[config.mk]
export PLATFORM = sky130hd
export DESIGN_NAME = pfc_cmd_regs
export DESIGN_NICKNAME = d
export VERILOG_FILES = /design/src/pfc_pkg.sv /design/src/pfc_cmd_regs.sv /design/src/pfc_parity.sv
export SDC_FILE = /design/constraint.sdc
export NUM_CORES = 1
export LEC_CHECK = 0
export BUFFER_PORTS_ARGS = -buffer_cell sky130_fd_sc_hd__buf_2
export CAP_MARGIN = 20
export CORE_MARGIN = 2
export CORE_UTILIZATION = 29
export CTS_CLUSTER_SIZE = 40
export DETAILED_ROUTE_END_ITERATION = 6
export GPL_ROUTABILITY_DRIVEN = 0
export SYNTH_ARGS = -nofsm -noshare
export SYNTH_HDL_FRONTEND = slang
export SYNTH_SLANG_ARGS = --single-unit
[constraint.sdc]
create_clock -name mclk -period 3 [get_ports mclk]
set_input_delay 0.15 -clock mclk [delete_from_list [all_inputs] [get_ports mclk]]
set_output_delay 0.15 -clock mclk [all_outputs]
set_load 0.03 [all_outputs]
[src/pfc_pkg.sv]
/*
 * Shared constants and types for the per-function PCI command register:
 * configuration offset, bit positions, reset and write masks, access kinds.
 * Assumes a 32-bit configuration data path with four byte enables.
 */
package pfc_pkg;

	// three controller functions behind one bus interface
	localparam int NUM_FUNC = 3;

	// configuration dword holding command (low half) and status (high half)
	localparam logic [7:0] CMD_OFS = 8'h04;

	// command bit positions
	localparam int IO_EN_BIT = 0;
	localparam int MEM_EN_BIT = 1;
	localparam int MASTER_BIT = 2;
	localparam int SPECIAL_BIT = 3;
	localparam int MWI_BIT = 4;
	localparam int VGA_BIT = 5;
	localparam int RESP_BIT = 6;
	localparam int STEP_BIT = 7;
	localparam int SERR_BIT = 8;
	localparam int FBB_BIT = 9;

	// status bit position of the detected parity flag
	localparam int FLAG_BIT = 15;

	// reset value and mask of bits that hold what software writes
	localparam logic [15:0] CMD_RESET = 16'h0000;
	localparam logic [15:0] CMD_WR_MASK = 16'hFF57;
	localparam logic FLAG_RESET = 1'b0;

	// kinds of bus access that a function may be asked to claim
	typedef enum logic [1:0] {
		ACC_CFG,
		ACC_IO,
		ACC_MEM,
		ACC_OTHER
	} pfc_acc_t;

	// even parity over one address/data phase
	function automatic logic pfc_parity(input logic [31:0] ad,
		input logic [3:0] cbe);
		pfc_parity = ^{ad, cbe};
	endfunction

	// true when a function number names one of the implemented functions
	function automatic logic pfc_func_ok(input logic [1:0] f);
		pfc_func_ok = (f < 2'(NUM_FUNC));
	endfunction

endpackage

[src/pfc_cmd_regs.sv]
/*
 * Command registers of the three controller functions, with the parity
 * flag of each status word, access claim gating and master gating.
 * Assumes the bus interface decodes configuration cycles into the cfg_*
 * strobes below and presents target accesses and master requests as
 * one-cycle strobes synchronous to mclk.
 */
`timescale 1ns/1ps
// Function
// RULE1 - command all zero: only configuration accesses are claimed.
// RULE2 - sixteen-bit command at configuration offset 04h, resets to zero.
// RULE3 - software writes zero into reserved bits 15 to 10.
// RULE4 - bit 9 read/write; one allows fast back-to-back to other agents.
// RULE5 - software sets bit 9 only when every target supports it.
// RULE6 - bit 8 enables the system-error driver; resets to zero.
// RULE7 - address parity errors reported only when bits 8 and 6 set.
// RULE8 - stepping bit 7 is read-only zero.
// RULE9 - bit 6 set: normal parity error action including error pin.
// RULE10 - bit 6 clear: flag still set, error pin quiet, operation goes on.
// RULE11 - parity always generated regardless of bit 6.
// RULE12 - palette snoop bit 5 is read-only zero.
// RULE13 - bit 2 clear: function starts no bus access; set allows mastering.
// RULE14 - bit 1 gates response to memory space accesses.
// RULE15 - bit 0 gates response to I/O space accesses.
// RULE16 - bit 4 clear: plain writes; set allows write-and-invalidate.
// RULE17 - writes to bits 7, 5 and 3 ignored; they read zero.
// RULE18 - each function keeps its own copy through its own config cycles.
module pfc_cmd_regs
	import pfc_pkg::*;
(
	input wire logic mclk,
	input wire logic sys_rst,
	input wire logic cfg_wr,
	input wire logic cfg_rd,
	input wire logic [1:0] cfg_func,
	input wire logic [7:0] cfg_addr,
	input wire logic [3:0] cfg_be,
	input wire logic [31:0] cfg_wdata,
	output logic [31:0] cfg_rdata,
	output logic cfg_rvalid,
	input wire logic acc_valid,
	input wire logic [1:0] acc_func,
	input wire pfc_pkg::pfc_acc_t acc_kind,
	output logic acc_claim,
	output logic [1:0] acc_claim_func,
	input wire logic mst_req,
	input wire logic mst_mwi_req,
	input wire logic [1:0] mst_func,
	output logic mst_go,
	output logic mst_use_mwi,
	output logic [2:0] io_space_en,
	output logic [2:0] memory_space_en,
	output logic [2:0] master_en,
	output logic [2:0] write_invalidate_en,
	output logic [2:0] parity_err_response,
	output logic [2:0] system_error_drive_en,
	output logic [2:0] back_to_back_en,
	output logic [2:0] detected_parity_flag,
	input wire logic [31:0] ad,
	input wire logic [3:0] cbe,
	input wire logic par_in,
	input wire logic addr_phase,
	input wire logic data_phase,
	input wire logic [1:0] phase_func,
	output logic par_o,
	output logic perr_n_o,
	output logic perr_oe,
	output logic serr_n_o,
	output logic serr_oe
);
	import pfc_pkg::*;

	typedef struct packed {
		logic [2:0][15:0] cmd;
		logic [2:0] flag;
		logic [31:0] rdata;
		logic rvalid;
		logic claim;
		logic [1:0] claim_func;
		logic go;
		logic mwi;
	} pfc_state_t;

	pfc_state_t s_q, s_d;
	logic [2:0] flag_set;
	logic [2:0] resp_vec;
	logic [2:0] serr_vec;
	logic hit;
	logic [15:0] wmask;
	logic [15:0] acmd;
	logic [15:0] mcmd;

	// per-function enables feed the checker straight from the registers
	always_comb begin
		for (int f = 0; f < NUM_FUNC; f++) begin
			resp_vec[f] = s_q.cmd[f][RESP_BIT];
			serr_vec[f] = s_q.cmd[f][SERR_BIT];
		end
	end

	pfc_parity u_parity (
		.mclk(mclk),
		.sys_rst(sys_rst),
		.ad(ad),
		.cbe(cbe),
		.par_in(par_in),
		.addr_phase(addr_phase),
		.data_phase(data_phase),
		.phase_func(phase_func),
		.resp_en(resp_vec),
		.serr_en(serr_vec),
		.par_o(par_o),
		.perr_n_o(perr_n_o),
		.perr_oe(perr_oe),
		.serr_n_o(serr_n_o),
		.serr_oe(serr_oe),
		.flag_set(flag_set)
	);

	// next state: configuration access, claim decision, master gating
	always_comb begin
		s_d = s_q;
		hit = (cfg_addr[7:2] == CMD_OFS[7:2]) && pfc_func_ok(cfg_func);
		wmask = {{8{cfg_be[1]}}, {8{cfg_be[0]}}} & CMD_WR_MASK;
		acmd = pfc_func_ok(acc_func) ? s_q.cmd[acc_func] : CMD_RESET;
		mcmd = pfc_func_ok(mst_func) ? s_q.cmd[mst_func] : CMD_RESET;

		// only the addressed function's copy changes
		if (cfg_wr && hit) begin
			s_d.cmd[cfg_func] = (s_q.cmd[cfg_func] & ~wmask) |
				(cfg_wdata[15:0] & wmask); // RULE18 RULE2 RULE17 RULE4
		end

		// detected parity: write one to clear, a new error wins the race
		for (int f = 0; f < NUM_FUNC; f++) begin
			if (cfg_wr && hit && cfg_be[3] && cfg_func == 2'(f) &&
				cfg_wdata[16 + FLAG_BIT]) begin
				s_d.flag[f] = 1'b0;
			end
			if (flag_set[f]) begin
				s_d.flag[f] = 1'b1; // RULE10
			end
		end

		// read data registered one clock after the strobe
		s_d.rvalid = cfg_rd;
		s_d.rdata = 32'h0000_0000;
		if (cfg_rd && hit) begin
			s_d.rdata[15:0] = s_q.cmd[cfg_func] & CMD_WR_MASK; // RULE8 RULE12
			s_d.rdata[16 + FLAG_BIT] = s_q.flag[cfg_func];
		end

		// claim: config always, io and memory only when enabled
		s_d.claim = 1'b0;
		s_d.claim_func = acc_func;
		if (acc_valid && pfc_func_ok(acc_func)) begin
			unique case (acc_kind)
				ACC_CFG: s_d.claim = 1'b1; // RULE1
				ACC_IO: s_d.claim = acmd[IO_EN_BIT]; // RULE15
				ACC_MEM: s_d.claim = acmd[MEM_EN_BIT]; // RULE14
				ACC_OTHER: s_d.claim = 1'b0; // RULE17
			endcase
		end

		// a function without mastering starts nothing on the bus
		s_d.go = mst_req && mcmd[MASTER_BIT]; // RULE13
		s_d.mwi = mst_req && mcmd[MASTER_BIT] && mst_mwi_req &&
			mcmd[MWI_BIT]; // RULE16
	end

	// one register stage holds all state of the block except the parity checker, which keeps its own
	always_ff @(posedge mclk or posedge sys_rst) begin
		if (sys_rst) begin
			s_q <= '0;
			s_q.cmd <= {NUM_FUNC{CMD_RESET}}; // RULE2
			s_q.flag <= {NUM_FUNC{FLAG_RESET}};
		end else begin
			s_q <= s_d;
		end
	end

	// exported enables come straight from the command flops
	always_comb begin
		for (int f = 0; f < NUM_FUNC; f++) begin
			io_space_en[f] = s_q.cmd[f][IO_EN_BIT];
			memory_space_en[f] = s_q.cmd[f][MEM_EN_BIT];
			master_en[f] = s_q.cmd[f][MASTER_BIT];
			write_invalidate_en[f] = s_q.cmd[f][MWI_BIT];
			parity_err_response[f] = s_q.cmd[f][RESP_BIT];
			system_error_drive_en[f] = s_q.cmd[f][SERR_BIT]; // RULE6
			back_to_back_en[f] = s_q.cmd[f][FBB_BIT]; // RULE4
		end
	end

	assign detected_parity_flag = s_q.flag;
	assign cfg_rdata = s_q.rdata;
	assign cfg_rvalid = s_q.rvalid;
	assign acc_claim = s_q.claim;
	assign acc_claim_func = s_q.claim_func;
	assign mst_go = s_q.go;
	assign mst_use_mwi = s_q.mwi;
endmodule

[src/pfc_parity.sv]
/*
 * Bus parity generator and checker shared by all functions.
 * Assumes ad/cbe and the phase strobes arrive synchronous to mclk, and
 * that par_in for a phase arrives one clock after that phase.
 */
`timescale 1ns/1ps
module pfc_parity
	import pfc_pkg::*;
(
	input wire logic mclk,
	input wire logic sys_rst,
	input wire logic [31:0] ad,
	input wire logic [3:0] cbe,
	input wire logic par_in,
	input wire logic addr_phase,
	input wire logic data_phase,
	input wire logic [1:0] phase_func,
	input wire logic [2:0] resp_en,
	input wire logic [2:0] serr_en,
	output logic par_o,
	output logic perr_n_o,
	output logic perr_oe,
	output logic serr_n_o,
	output logic serr_oe,
	output logic [2:0] flag_set
);
	import pfc_pkg::*;

	typedef struct packed {
		logic [31:0] ad;
		logic [3:0] cbe;
		logic addr;
		logic data;
		logic [1:0] func;
		logic par;
		logic perr;
		logic serr;
		logic [2:0] flag;
	} pfc_par_state_t;

	pfc_par_state_t s_q, s_d;
	logic bad;
	logic fok;

	// parity of a phase leaves two clocks after that phase, one clock after its par_in
	always_comb begin
		s_d = s_q;
		s_d.ad = ad;
		s_d.cbe = cbe;
		s_d.addr = addr_phase;
		s_d.data = data_phase;
		s_d.func = phase_func;
		s_d.par = pfc_parity(s_q.ad, s_q.cbe); // RULE11
		bad = (par_in != pfc_parity(s_q.ad, s_q.cbe));
		fok = pfc_func_ok(s_q.func);
		s_d.perr = 1'b0;
		s_d.serr = 1'b0;
		s_d.flag = 3'h0;
		if (bad && fok && (s_q.addr || s_q.data)) begin
			// the flag is set whatever the response setting
			s_d.flag[s_q.func] = 1'b1; // RULE10
			// data errors only signal when responses are enabled
			s_d.perr = s_q.data && resp_en[s_q.func]; // RULE9 RULE10
			// address errors need both enables before they are reported
			s_d.serr = s_q.addr && resp_en[s_q.func] &&
				serr_en[s_q.func]; // RULE7 RULE6
		end
	end

	// single register stage for all parity state
	always_ff @(posedge mclk or posedge sys_rst) begin
		if (sys_rst) begin
			s_q <= '0;
		end else begin
			s_q <= s_d;
		end
	end

	assign par_o = s_q.par;
	assign perr_n_o = ~s_q.perr;
	assign perr_oe = s_q.perr;
	assign serr_n_o = ~s_q.serr;
	assign serr_oe = s_q.serr;
	assign flag_set = s_q.flag;
endmodule

==> results.txt <==
- Status: finished clean
- More flip-flops sit in one register than any other, and that register is u_parity.s_q.
* Crit Path Max Fanout: 5
* Horizontal die dimension: 132 um
* Cell area after synthesis: 4750 um2
- 167 I/O pins were placed.
- Post-route setup slack: 0.866 ns
* Remaining number of nets flagged by the antenna check after routing: 0
- Post-route DRC: 0
- Part of the Yosys area used for sequential elements: 0.569
- For the final routed database, the setup TNS stands at 0 ns.
- Critical path type: reg2reg
- Initial antenna violation count: 0
* Top delay family on crit path: XOR/XNOR gates
- By area, the combinational part of the netlist is dominated by buffers and inverters.
- Number of instances resized during post-cts repair: 0
- Worst endpoint data arrival time: 2.35 ns
* Power Total: 3.46 mW
* Largest incremental delay on the critical path: 0.53 ns
- Of the total synthesized cell area, the portion taken by full adders, half adders and majority gates is 0.
- Actual transition at the worst max-transition pin: 0.745 ns
- The number of hold violations in the final report is 0.
- Timing analysis after detailed placement gives a worst setup slack of 0.703 ns.
- Setup violations remaining at the end of the flow were counted as 0.
* Library cell with the largest summed area after synthesis: dfrtp_1
* Max-cap viol count: 0
- Clock root buffer: clkbuf_16
- Flip-flop count of the largest register after layout: 40
- Congestion Overflow GR: 0
* Count of yosys warnings during synthesis: 0
* Synthesis-to-layout area growth: 26.8%
- Cell Chain, Critical Path: xnor2_1 > xnor2_1 > xnor3_1 > xnor2_2 > xnor2_2 > nor4_1
* Highest attainable clock frequency: 469 MHz
- CTS max path bufs: 2
* Dominant cell by count in the synthesized netlist: dfrtp_1
- The later pin in the worst-skew pair is clocked with a latency of 0.35 ns.
- Measured against the total synthesized area, the mux share comes to 0.0654.
- Fraction of the mapped netlist area in compound gates: 0.0828
- Setup repair after global routing left no endpoint under its margin.
* Critical path startpoint category: flop
* Worst Path Required: 3.22 ns
- Hold/Removal Path Class: in2reg
- Number of search-and-repair iterations in the first detailed-routing pass: 5
* Unique masters post-synth: 33
* TritonCTS clock tree: done
* Total setup buffers inserted after CTS: 0
- For this block, the routed nets add up to 11100 um of wire.
- The commonest cells after synthesis are dfrtp_1 (108), buf_4 (58), nand2_1 (58).
- The critical path contains buffers and inverters numbering 0 combined.
* Post-layout net count: 651
* Synthesized area per cell: 11.4 um2
- Number of clock sinks seen by CTS: 108
* Post-synth EDFFs: 0
- Clk slew on worst S/H paths: 0.07 ns
- Top area cells in the synthesized netlist: dfrtp_1 (57%), buf_4 (9.2%), mux2i_1 (6.5%)
- Worst Clk Skew: 0.00701 ns
* Fin crit period: 2.13 ns
- IR analysis of the VDD net gives a maximum drop of 0.000248 V.
* Number of input and output port buffers inserted: 127
* Smallest hold slack: 0.0300 ns
- CTS buffer count: 9
* Number of placed instances with taps included: 712
- After synthesis, the share of flip-flops with an asynchronous set or reset is 1.00.
- Estimated wirelength of the detail-placed design: 7640 um
* Pin count of the biggest net entering global routing: 59
- Standard-cell rows: 46
* Overall routing resource usage: 0.132
- Dividing the detail-routed via count by the number of cells gives 4.25.
- For this block, the via count after detailed routing is 3284.
* Basic-gate share of the synthesized area counting and, or, nand and nor cells: 0.0957
- The H-tree was split into 3 levels.
* End-of-flow core utilization: 0.377
* Worst slew slack as a fraction of its limit: 0.503
- The worst setup path is captured at a flop.
- Routed wire per std cell: 14.4 um
- Power density normalized to cell area: 574 nW/um2
- Cell area after layout: 6020 um2
- Leading register cell type out of synthesis: dfrtp_1
- Part of the cycle the worst path needs: 0.711
* Post-Synthesis Cells: 418
* Number of diodes: 0
* Number of global-route vias before repair: 3472
- In the final layout, the share of cells above drive strength 1 is 0.299.
- The region available for standard cell placement spans 15900 um2.
- Die footprint: 17400 um2
- The share of synthesized area in the top cell type comes to 0.569.
- Critical-path cell with the highest stage delay: xnor3_1
- Hold-fix buffers at CTS: 44
- Final non-filler cell total: 772
* Initial core utilization: 0.298
* Number of pins exceeding their max-slew limit in the final report: 0
- Post-placement cell area: 5270 um2
- Pleak: 2.91 nW
- Wire length of the first global-routing pass: 17800 um
* Register bit total from synthesis: 108
- For this block, the initial DRC count from the detailed router was 225.
- Die height: 132 um
* Post-synthesis share of cell area spent on xor and xnor gates: 0.0736
power breakdown:
part / internal, mW / leakage, nW / switching [mW]
Sequential: 1.54 / 1.39 / 0.0444
Combinational: 0.286 / 1.37 / 0.369
Clock: 0.678 / 0.153 / 0.540
final timing paths:
path                            cells past startpoint                       to            startpoint  slack [ns]
worst max-delay path                                6     u_parity.flag_set[0]      u_parity.s_q[38]        0.87
worst min-delay path                                2                acc_claim             acc_valid        0.03
worst max register to register                      6     u_parity.flag_set[0]      u_parity.s_q[38]        0.87
worst min register to register                      1  detected_parity_flag[1]  u_parity.flag_set[1]        0.43
max in group asynchronous                           4         u_parity.s_q[23]               sys_rst        1.77
min in group asynchronous                           3         u_parity.s_q[30]               sys_rst        0.48
per-layer routing:
layer,share of wire,vias to the layer above,track usage
li1,-,1561,-
met1,0.40,1603,0.151
met2,0.52,99,0.229
met3,0.056,21,0.0384
met4,0.024,0,0.0604
met5,0,-,0
kinds of logic after synthesis:
| group | after synthesis |
|---|---|
| flip-flops | 108 |
| AND/OR/NAND/NOR | 97 |
| buffers and inverters | 79 |
| AO/OA/AOI/OAI | 67 |
| XOR/XNOR | 35 |
| multiplexers | 31 |
| other | 1 |
final cells by class:
| cell class | count | area (um2) |
|---|---|---|
| multi-input combinational | 248 | 1570 |
| sequential | 108 | 2700 |
| clock inverter | 6 | 70.1 |
| timing repair buffer | 177 | 1130 |
| clock buffer | 10 | 239 |
| inverter | 7 | 28.8 |
| tap | 216 | 270 |
| fill | 1560 | 9920 |
layout by cell type (no fill, tap or decap), drive strengths merged, types with 2 or more instances in the layout:
master       count
nand3            4
mux2i           31
xor2             3
nand2b           3
o21ai           59
clkbuf          10
dfrtp          108
a21oi            3
inv              9
conb            18
buf            133
nand2           58
nor2             9
clkinv           3
nor2b           14
dlygate4sd3     44
xnor3            2
o22ai            3
xnor2           30
worst reg2reg max path: cells and delay by family, from the launching register on:
| kind | cells | cell delay (ns) |
|---|---|---|
| xor gates and xnor gates | 5 | 1.29 |
| DFF | 1 | 0.37 |
| and+or+nand+nor | 1 | 0.34 |
Power figures use the tool's default switching activity.
